--- src/core/srg_status_pkg.sv ---
package srg_status_pkg;

    // Usable bits in every status register of a group.
    localparam int unsigned REG_W = 15;

    // Reset values of the group registers and of the host answer.
    localparam logic [14:0] COND_RST = 15'h0000;
    localparam logic [14:0] EVT_RST = 15'h0000;
    localparam logic [14:0] EN_RST = 15'h0000;
    localparam logic [14:0] DATA_RST = 15'h0000;

    // Host status commands, one per query or set operation.
    typedef enum logic [3:0] {
        SRG_CMD_NONE     = 4'h0,
        SRG_CMD_ALM_COND = 4'h1,
        SRG_CMD_ALM_EVT  = 4'h2,
        SRG_CMD_ALM_ENQ  = 4'h3,
        SRG_CMD_ALM_ENW  = 4'h4,
        SRG_CMD_OPR_COND = 4'h5,
        SRG_CMD_OPR_EVT  = 4'h6,
        SRG_CMD_OPR_ENQ  = 4'h7,
        SRG_CMD_OPR_ENW  = 4'h8,
        SRG_CMD_CLS      = 4'h9,
        SRG_CMD_PRESET   = 4'hA
    } srg_cmd_e_t;

    // One host request.
    typedef struct packed {
        logic valid;
        srg_cmd_e_t code;
        logic [14:0] data;
    } srg_cmd_t;

    // One answer to a query.
    typedef struct packed {
        logic valid;
        logic [14:0] data;
    } srg_resp_t;

    // The three registers of one status group.
    typedef struct packed {
        logic [14:0] cond;
        logic [14:0] evt;
        logic [14:0] en;
    } srg_grp_t;

    localparam srg_grp_t GRP_RST = '{cond: COND_RST, evt: EVT_RST,
                                     en: EN_RST};

endpackage

--- src/core/srg_status_top.sv ---
`timescale 1ns/1ps
`default_nettype none

// How it works
// - Condition bits copy the instrument state every cycle, never latched.
// - Condition registers are read only; a query leaves them unchanged.
// - Event bits capture condition occurrences; the host cannot write them.
// - An already set event bit ignores further occurrences on that bit.
// - A set event bit stays until its group is read or clear status.
// - Enable bits mask which event bits reach the summary output.
// - Host writes any fifteen bit enable value and reads it back.
// - Condition query returns one unsigned fifteen bit value.
// - Alarm and operation groups each own condition, event, enable.
// - Status preset clears all enable registers, nothing else.
// - Power-on clear setting decides whether power up clears enables.
module srg_status_top (
    // Clock and reset.
    input wire logic clk_i,
    input wire logic arst_n_i,
    // Live instrument state for each group.
    input wire logic [14:0] alm_state_i,
    input wire logic [14:0] opr_state_i,
    // Power-on event and power-on status clear setting.
    input wire logic pwr_on_i,
    input wire logic psc_i,
    // Host command port.
    input wire srg_status_pkg::srg_cmd_t cmd_i,
    output srg_status_pkg::srg_resp_t resp_o,
    // Summary bits towards the status byte.
    output logic alm_summary_o,
    output logic opr_summary_o
);

    srg_status_pkg::srg_grp_t alm_q;
    srg_status_pkg::srg_grp_t alm_d;
    srg_status_pkg::srg_grp_t opr_q;
    srg_status_pkg::srg_grp_t opr_d;
    srg_status_pkg::srg_resp_t resp_q;
    srg_status_pkg::srg_resp_t resp_d;
    logic alm_sum_q;
    logic alm_sum_d;
    logic opr_sum_q;
    logic opr_sum_d;
    logic [14:0] alm_rise;
    logic [14:0] opr_rise;
    logic clr_en;
    logic cls;

    // Rising edges of the live state against the stored condition.
    function automatic logic [14:0] rise_of(input logic [14:0] state,
                                            input logic [14:0] cond);
        rise_of = state & ~cond;
    endfunction

    // Summary of one group: any enabled event bit.
    function automatic logic summary_of(input srg_status_pkg::srg_grp_t g);
        summary_of = |(g.evt & g.en);
    endfunction

    // Next state of one group; both groups share this so they stay alike.
    function automatic srg_status_pkg::srg_grp_t grp_next(
        input srg_status_pkg::srg_grp_t q,
        input logic [14:0] state,
        input logic evt_clr,
        input logic en_wr,
        input logic [14:0] en_data,
        input logic en_clr
    );
        srg_status_pkg::srg_grp_t n;
        n = q;
        n.cond = state;
        n.evt = (evt_clr ? srg_status_pkg::EVT_RST : q.evt)
                | rise_of(state, q.cond);
        if (en_clr) begin
            n.en = srg_status_pkg::EN_RST;
        end else if (en_wr) begin
            n.en = en_data;
        end
        grp_next = n;
    endfunction

    assign alm_rise = rise_of(alm_state_i, alm_q.cond);
    assign opr_rise = rise_of(opr_state_i, opr_q.cond);
    assign cls = cmd_i.valid && (cmd_i.code == srg_status_pkg::SRG_CMD_CLS);

    // Enables clear on preset, or on power up when the clear setting is on.
    // power-on clear choice
    assign clr_en = (cmd_i.valid
                     && (cmd_i.code == srg_status_pkg::SRG_CMD_PRESET))
                    || (pwr_on_i && psc_i);

    // Group registers: the host has no path into event or condition bits.
    // two independent groups
    // read or clear status empties events
    always_comb begin
        alm_d = grp_next(alm_q, alm_state_i,
            cls || (cmd_i.valid
                    && (cmd_i.code == srg_status_pkg::SRG_CMD_ALM_EVT)),
            cmd_i.valid && (cmd_i.code == srg_status_pkg::SRG_CMD_ALM_ENW),
            cmd_i.data, clr_en);
        opr_d = grp_next(opr_q, opr_state_i,
            cls || (cmd_i.valid
                    && (cmd_i.code == srg_status_pkg::SRG_CMD_OPR_EVT)),
            cmd_i.valid && (cmd_i.code == srg_status_pkg::SRG_CMD_OPR_ENW),
            cmd_i.data, clr_en);
    end

    always_ff @(posedge clk_i or negedge arst_n_i) begin
        if (!arst_n_i) begin
            alm_q <= srg_status_pkg::GRP_RST;
            opr_q <= srg_status_pkg::GRP_RST;
        end else begin
            alm_q <= alm_d;
            opr_q <= opr_d;
        end
    end

    // Query answers carry the value held before this cycle's update, so an
    // event read reports the bits it is about to clear.
    // condition read has no side effect
    always_comb begin
        resp_d.valid = 1'b0;
        resp_d.data = srg_status_pkg::DATA_RST;
        if (cmd_i.valid) begin
            resp_d.valid = 1'b1;
            case (cmd_i.code)
                srg_status_pkg::SRG_CMD_ALM_COND: resp_d.data = alm_q.cond;
                srg_status_pkg::SRG_CMD_ALM_EVT: resp_d.data = alm_q.evt;
                srg_status_pkg::SRG_CMD_ALM_ENQ: resp_d.data = alm_q.en;
                srg_status_pkg::SRG_CMD_OPR_COND: resp_d.data = opr_q.cond;
                srg_status_pkg::SRG_CMD_OPR_EVT: resp_d.data = opr_q.evt;
                srg_status_pkg::SRG_CMD_OPR_ENQ: resp_d.data = opr_q.en;
                default: resp_d.valid = 1'b0;
            endcase
        end
    end

    // Summaries are registered so the outputs come from flip-flops; they
    // trail the event and enable registers by one cycle.
    // enable masks events
    always_comb begin
        alm_sum_d = summary_of(alm_q);
        opr_sum_d = summary_of(opr_q);
    end

    always_ff @(posedge clk_i or negedge arst_n_i) begin
        if (!arst_n_i) begin
            resp_q <= '{valid: 1'b0, data: srg_status_pkg::DATA_RST};
            alm_sum_q <= 1'b0;
            opr_sum_q <= 1'b0;
        end else begin
            resp_q <= resp_d;
            alm_sum_q <= alm_sum_d;
            opr_sum_q <= opr_sum_d;
        end
    end

    assign resp_o = resp_q;
    assign alm_summary_o = alm_sum_q;
    assign opr_summary_o = opr_sum_q;

    // Checks on the group behaviour. They rest while reset is low, since
    // every register is then held at zero whatever the inputs do.
    // condition follows state
    chk_cond_follow: assert property (
        @(posedge clk_i) disable iff (!arst_n_i)
        ##1 ((alm_q.cond == $past(alm_state_i))
             && (opr_q.cond == $past(opr_state_i))))
        else $error("Condition did not follow state.");

    chk_cond_query: assert property (
        @(posedge clk_i) disable iff (!arst_n_i)
        (cmd_i.valid && cmd_i.code == srg_status_pkg::SRG_CMD_ALM_COND)
        |=> resp_o.valid && (resp_o.data == $past(alm_q.cond))
        && (alm_q.evt == ($past(alm_q.evt) | $past(alm_rise))))
        else $error("Condition query wrong or had side effect.");

    chk_opr_query: assert property (
        @(posedge clk_i) disable iff (!arst_n_i)
        (cmd_i.valid && cmd_i.code == srg_status_pkg::SRG_CMD_OPR_COND)
        |=> resp_o.valid && (resp_o.data == $past(opr_q.cond)))
        else $error("Operation condition query wrong.");

    chk_evt_capture: assert property (
        @(posedge clk_i) disable iff (!arst_n_i)
        (alm_rise != 15'h0000)
        |=> ((alm_q.evt & $past(alm_rise)) == $past(alm_rise)))
        else $error("Rising condition not captured.");

    chk_opr_capture: assert property (
        @(posedge clk_i) disable iff (!arst_n_i)
        (opr_rise != 15'h0000)
        |=> ((opr_q.evt & $past(opr_rise)) == $past(opr_rise)))
        else $error("Rising operation condition not captured.");

    chk_evt_source: assert property (
        @(posedge clk_i) disable iff (!arst_n_i)
        ##1 ((opr_q.evt & ~$past(opr_q.evt) & ~$past(opr_rise))
             == 15'h0000))
        else $error("Event bit set without occurrence.");

    chk_alm_source: assert property (
        @(posedge clk_i) disable iff (!arst_n_i)
        ##1 ((alm_q.evt & ~$past(alm_q.evt) & ~$past(alm_rise))
             == 15'h0000))
        else $error("Alarm event bit set without occurrence.");

    chk_evt_hold: assert property (
        @(posedge clk_i) disable iff (!arst_n_i)
        !(cmd_i.valid && (cmd_i.code == srg_status_pkg::SRG_CMD_ALM_EVT
                          || cmd_i.code == srg_status_pkg::SRG_CMD_CLS))
        |=> ((alm_q.evt & $past(alm_q.evt)) == $past(alm_q.evt)))
        else $error("Set event bit lost without clear.");

    chk_evt_clear: assert property (
        @(posedge clk_i) disable iff (!arst_n_i)
        (cmd_i.valid && cmd_i.code == srg_status_pkg::SRG_CMD_CLS)
        |=> (alm_q.evt == $past(alm_rise))
        && (opr_q.evt == $past(opr_rise)))
        else $error("Clear status did not clear events.");

    chk_alm_read_clear: assert property (
        @(posedge clk_i) disable iff (!arst_n_i)
        (cmd_i.valid && cmd_i.code == srg_status_pkg::SRG_CMD_ALM_EVT)
        |=> resp_o.valid && (resp_o.data == $past(alm_q.evt))
        && (alm_q.evt == $past(alm_rise))
        && (opr_q.evt == ($past(opr_q.evt) | $past(opr_rise))))
        else $error("Alarm event read did not clear only its group.");

    chk_opr_read_clear: assert property (
        @(posedge clk_i) disable iff (!arst_n_i)
        (cmd_i.valid && cmd_i.code == srg_status_pkg::SRG_CMD_OPR_EVT)
        |=> resp_o.valid && (resp_o.data == $past(opr_q.evt))
        && (opr_q.evt == $past(opr_rise))
        && (alm_q.evt == ($past(alm_q.evt) | $past(alm_rise))))
        else $error("Operation event read did not clear only its group.");

    chk_summary_mask: assert property (
        @(posedge clk_i) disable iff (!arst_n_i)
        ##1 ((alm_summary_o == $past(|(alm_q.evt & alm_q.en)))
             && (opr_summary_o == $past(|(opr_q.evt & opr_q.en)))))
        else $error("Summary does not match masked events.");

    chk_mask_silent: assert property (
        @(posedge clk_i) disable iff (!arst_n_i)
        (alm_q.en == 15'h0000) |=> !alm_summary_o)
        else $error("Alarm summary raised with every bit masked.");

    chk_en_write: assert property (
        @(posedge clk_i) disable iff (!arst_n_i)
        (cmd_i.valid && cmd_i.code == srg_status_pkg::SRG_CMD_ALM_ENW
         && !(pwr_on_i && psc_i))
        |=> (alm_q.en == $past(cmd_i.data))
        && $stable(opr_q.en))
        else $error("Enable write not stored in its own group.");

    chk_alm_en_query: assert property (
        @(posedge clk_i) disable iff (!arst_n_i)
        (cmd_i.valid && cmd_i.code == srg_status_pkg::SRG_CMD_ALM_ENQ)
        |=> resp_o.valid && (resp_o.data == $past(alm_q.en)))
        else $error("Alarm enable query wrong.");

    chk_en_readback: assert property (
        @(posedge clk_i) disable iff (!arst_n_i)
        (cmd_i.valid && cmd_i.code == srg_status_pkg::SRG_CMD_OPR_ENQ)
        |=> resp_o.valid && (resp_o.data == $past(opr_q.en)))
        else $error("Operation enable query wrong.");

    chk_opr_en_write: assert property (
        @(posedge clk_i) disable iff (!arst_n_i)
        (cmd_i.valid && cmd_i.code == srg_status_pkg::SRG_CMD_OPR_ENW
         && !(pwr_on_i && psc_i))
        |=> (opr_q.en == $past(cmd_i.data))
        && $stable(alm_q.en))
        else $error("Operation enable write not kept in its group.");

    chk_preset_clear: assert property (
        @(posedge clk_i) disable iff (!arst_n_i)
        (cmd_i.valid && cmd_i.code == srg_status_pkg::SRG_CMD_PRESET)
        |=> (alm_q.en == 15'h0000) && (opr_q.en == 15'h0000)
        && (opr_q.evt == ($past(opr_q.evt) | $past(opr_rise))))
        else $error("Preset did not clear only the enables.");

    chk_psc_keep: assert property (
        @(posedge clk_i) disable iff (!arst_n_i)
        (pwr_on_i && !psc_i && !cmd_i.valid)
        |=> $stable(alm_q.en) && $stable(opr_q.en))
        else $error("Enables changed at power up with clear off.");

    chk_psc_clear: assert property (
        @(posedge clk_i) disable iff (!arst_n_i)
        (pwr_on_i && psc_i)
        |=> (alm_q.en == 15'h0000) && (opr_q.en == 15'h0000))
        else $error("Enables kept at power up with clear on.");

endmodule // srg_status_top

`default_nettype wire

--- config.mk ---
export PLATFORM = sky130hd
export DESIGN_NAME = srg_status_top
export DESIGN_NICKNAME = d
export VERILOG_FILES = /design/src/core/srg_status_pkg.sv /design/src/core/srg_status_top.sv
export SDC_FILE = /design/constraint.sdc
export NUM_CORES = 1
export LEC_CHECK = 0
export BUFFER_PORTS_ARGS = -buffer_cell sky130_fd_sc_hd__buf_4
export CELL_PAD_IN_SITES_DETAIL_PLACEMENT = 0
export CELL_PAD_IN_SITES_GLOBAL_PLACEMENT = 1
export CORE_ASPECT_RATIO = 1.4
export CORE_UTILIZATION = 49
export CTS_BUF_LIST = sky130_fd_sc_hd__clkbuf_4 sky130_fd_sc_hd__clkbuf_8 sky130_fd_sc_hd__clkbuf_16
export DETAILED_ROUTE_END_ITERATION = 6
export PLACE_DENSITY = 0.95
export SLEW_MARGIN = 0
export SYNTH_ARGS = -nofsm -noshare
export SYNTH_HDL_FRONTEND = slang
export SYNTH_SLANG_ARGS = --single-unit
--- constraint.sdc ---
create_clock -name clk_i -period 2.62 [get_ports clk_i]
set_input_delay 0 -clock clk_i [delete_from_list [all_inputs] [get_ports clk_i]]
set_output_delay 0 -clock clk_i [all_outputs]
set_load 0.01 [all_outputs]
# Word level (Yosys, flattened, before mapping)
# Cells that the tools add are included.
# totals
ff_bits	108
input_bits	54
output_inout_bits	18
word_cells	52
# classes
mux	9
n_eq_ne	10
bitwise	8
reduce_logical	15
# ops
cell	n
$mux 15	6
$pmux 15 s6	1
$and 15x15->15	4
$not 15->15	2
$or 15x15->15	2
$reduce_or 15->1	2
$eq 4x3->1 const B	4
$mux 16	1
$eq 4x4->1 const B	3
$eq 4x2->1 const B	2
$logic_and 1x1->1	7
$reduce_or 6->1	1
$eq 4x1->1 const B	1
$reduce_bool 2->1	2
$logic_or 1x1->1	3
$mux 1	1

# Longest topological paths before layout
# depth
depth_word	5
ltp_mapped	6
depth_no_buf	3

# Worst setup path after synthesis
# Ideal clock, no wire load.
# synth_timing
path_type	flip-flop to flip-flop
from	register opr_q[14] (netlist name)
to	register resp_q (netlist bit resp_o[14])
arrival_ns	1.114
slack_ns	1.376
stages_incl_launch_ff	4
period_less_slack_ns	1.244
setup_ns	0.130
n_path_buf	0
required_time_ns	2.490
path_cell_list	dfrtp_1 mux4_2 a222oi_1 nor2b_1
# synth_lines
item	line_no	source
start, declared	srg_status_top.sv:36	srg_status_pkg::srg_grp_t opr_q;
start signal, assigned	srg_status_top.sv:111	opr_q <= srg_status_pkg::GRP_RST;
start signal, assigned	srg_status_top.sv:114	opr_q <= opr_d;
end signal, assigned	srg_status_top.sv:148	resp_q <= '{valid: 1'b0, data: srg_status_pkg::DATA_RST};
end signal, assigned	srg_status_top.sv:152	resp_q <= resp_d;
end, declared	srg_status_top.sv:38	srg_status_pkg::srg_resp_t resp_q;

# Final worst setup path
# layout_timing
from	register alm_q[27] (netlist name)
to	register alm_sum_q, in the netlist alm_summary_o
# layout_via
elab_chain_len	2
# layout_lines
item	line_no	source
start, declared	srg_status_top.sv:34	srg_status_pkg::srg_grp_t alm_q;
start signal, assigned	srg_status_top.sv:110	alm_q <= srg_status_pkg::GRP_RST;
start signal, assigned	srg_status_top.sv:113	alm_q <= alm_d;
$and 15x15->15	srg_status_top.sv:57	summary_of = |(g.evt & g.en);
$reduce_or 15->1	srg_status_top.sv:57	
net alm_sum_d	srg_status_top.sv:41	logic alm_sum_d;
end signal, assigned	srg_status_top.sv:153	alm_sum_q <= alm_sum_d;
end, declared	srg_status_top.sv:40	logic alm_sum_q;
# The timed path passes the listed nets, and every way through them passes these cells.
# A chain may end at the register's enable or synchronous reset.

==> metrics.txt <==
outcome finished with violations; failing checks DRC; Buffers on Ports 71; Resize count post-CTS 0; clk root buf clkbuf_16; maximum number of pins on one net before global-route repair 58; placed cell area 5170 um^2; worst slew pin tran 0.883 ns; Slew Viols, Final 0; drt total wl 12500 um; initial antenna violation count 0; HPWL after detailed placement between 7000 and 8000 um; Yosys top cell area share 58.1%; critical path data arrival time between 1.5 and 2 ns; Async SR Flop Fraction 100%; GRT Util Overall a little over a quarter; vias in the first global route between 3000 and 4000; number of I/O pins just over 70; Startpoint Class flop; clk_lat worst skew 0.35 ns; Setup TNS Final 0 ns; ant diodes 0; yosys warns 0; CP max stage cell a221oi_1; clock transition at the registers of the reported paths 0.07 ns; CTS tree yes; mux contribution to synthesized area 7.48%; Worst Path Required 2.81 ns; largest family of logic cells by synthesized area compound AO/OA/AOI/OAI gates; Setup CP Type reg -> reg; ratio of cells with drive above 1 in the final layout 22.9%; Max Clk Rate about 0.66 GHz; DIE WIDTH 84.3 um; maximum vdd drop 0.510 mV; CP bufs+invs 0; area leader, netlist dfrtp_1; Synth Area in XOR/XNOR 0%; Fin. Hold Viols 0; first-pass GRT wire length 19600 um; clock sinks approximately 110; Final Setup Violations 0; vias post-DR 3752; Synth cell types 37; Core ar. 9130 um^2; Synth Area in Compound Gates 17.5%; clock buffer count from CTS 9; Iteration-0 DRC Markers roughly 380; routed len/inst about 21 um; first drt pass iteration count 7; maximum buffer depth of the clock tree 2; Worst Hold Class in -> reg; Starting Density 50.9%; # H-tree levels 3; RSZ-0062 raised after global routing false; Synth Area per Inst 12.1 um^2; register area share after synthesis 58.1%; total die area a little under 10000 um^2; Nets 543; adder-cell area share of the yosys netlist 0%; Finished Cell Area roughly 5900 um^2; syn nets 438; Fin Clk Skew roughly 0.0066 ns; Synth Flop Type dfrtp_1; Final GP Congestion 0.853; Area Growth Syn to Fin 27.7%; max-cap viol count 0; synthesized flop and latch total about 110; crit end category flop; top cells by area, synth dfrtp_1, mux4_2, inv_1; antenna-violating nets left 0; PwrDens 627 nW/um^2; CP max FO 3; relative slew slack 40.9%; Synth Instances ~380; CP max stage delay 0.48 ns; Mapped Area 4650 um^2; simple-gate share of the synthesized area 9.07%; Post-synth EDFFs 0; crit-path cells a22o_1 -> a221oi_1 -> nand4_1; crit-path leading delay family compound AO/OA/AOI/OAI gates; final worst-path cycle share 58.2%; DRC violation count after routing 9; number of core rows 41; gr ovfl total 0; P_leak 2.75 nW; fin crit period 1.53 ns; die height 117 um; Vias/cell approximately 6.3
==> worst reg2reg max path, delay by kind of cell (launching register included) <==
family,cells,cell delay [ns]
AO/OA/AOI/OAI,2,0.77
flip-flops,1,0.41
AND/OR/NAND/NOR,1,0.18
==> routing by layer <==
layer  vias up  wire [um]  global-route usage (%)
li1       1621          -                       -
met1      1888       4790                    34.1
met2       214       6320                    44.4
met3        29        898                    4.70
met4         0        448                    15.5
met5         -          0                       0
==> worst paths after layout <==
kind                                     start                       to  slack, ns  cells past startpoint
setup / recovery           alm_q[27]$_DFF_PN0_  alm_summary_o$_DFF_PN0_       1.09                      3
hold / removal                       cmd_i[19]      resp_o[9]$_DFF_PN0_       0.04                      2
setup reg to reg           alm_q[27]$_DFF_PN0_  alm_summary_o$_DFF_PN0_       1.09                      3
hold reg to reg            alm_q[35]$_DFF_PN0_      alm_q[20]$_DFF_PN0_       0.47                      1
max in group asynchronous             arst_n_i      opr_q[24]$_DFF_PN0_       1.60                      3
min in group asynchronous             arst_n_i      alm_q[41]$_DFF_PN0_       0.26                      2
==> cells by family (layout without fill, tap and decap cells) <==
kind of cell	Yosys count	count (layout)
AOI/OAI and AO/OA	122	122
buffers and inverters	74	183
DFF	108	108
muxes	16	16
and+or+nand+nor	64	64
==> cell type report <==
type	count	area, um^2
Timing Repair Buffer	121	1040
Inverter	47	176
Tap cell	107	134
Clock inverter	3	46.3
Sequential cell	108	2700
Clock buffer	12	260
Fill cell	723	3190
Multi-Input combinational cell	202	1580
==> power by group <==
part	total, mW	switching (mW)	internal (mW)
clock network	1.40	0.595	0.801
logic	0.469	0.228	0.241
registers	1.86	0.0851	1.77
total	3.72	0.908	2.81
==> cell usage in the layout (no fill, tap or decap), types with 15 or more instances in the layout <==
cell type / netlist / final
a21oi_1: 31 / 31
a222oi_1: 16 / 16
a22o_1: 17 / 17
buf_4: 4 / 74
dfrtp_1: 108 / 108
dlygate4sd3_1: 0 / 46
inv_1: 46 / 46
mux4_2: 15 / 15
nand3_1: 30 / 30
nor2b_1: 15 / 15
o21ai_0: 20 / 20
o22ai_1: 15 / 15
==> timing repair <==
action | CTS | global route
hold buffers | 46 | 0
endpoints found under the hold margin | 141 | 0
setup buffers | 0 | 0
==> synth_stat cells, types with 2 or more instances <==
library cell,n
nor2b_1,15
mux4_2,15
a21oi_1,31
buf_6,8
buf_2,8
inv_1,46
a22oi_1,8
a221oi_1,2
nand3_1,30
buf_4,4
and3b_1,2
o21ai_1,10
dfrtp_1,108
a222oi_1,16
o21ai_0,20
clkbuf_1,7
nor4b_4,2
a22o_1,17
o22ai_1,15
and3_1,2
nand4_1,2
==> metrics by stage <==
stage	std cells	total power [mW]	setup slack, ns	hold WS (ns)	util, %
detailed placement	539	2.29	0.911	0.0729	56.6
global route	600	3.84	1.03	0.0554	65.0
finish	600	3.72	1.09	0.0433	65.0
global placement	539	2.28	0.952	0.0579	56.6
floorplan	384	2.08	1.38	-0.296	-
CTS	600	3.72	1.12	0.0353	65.0
==> sequential cells by signal, summed over array words and instances, names as in the netlist <==
signal and flops:
alm_summary_o 1, opr_summary_o 1, alm_q 45, opr_q 45
resp_o 16
Power figures use the tool's default switching activity.
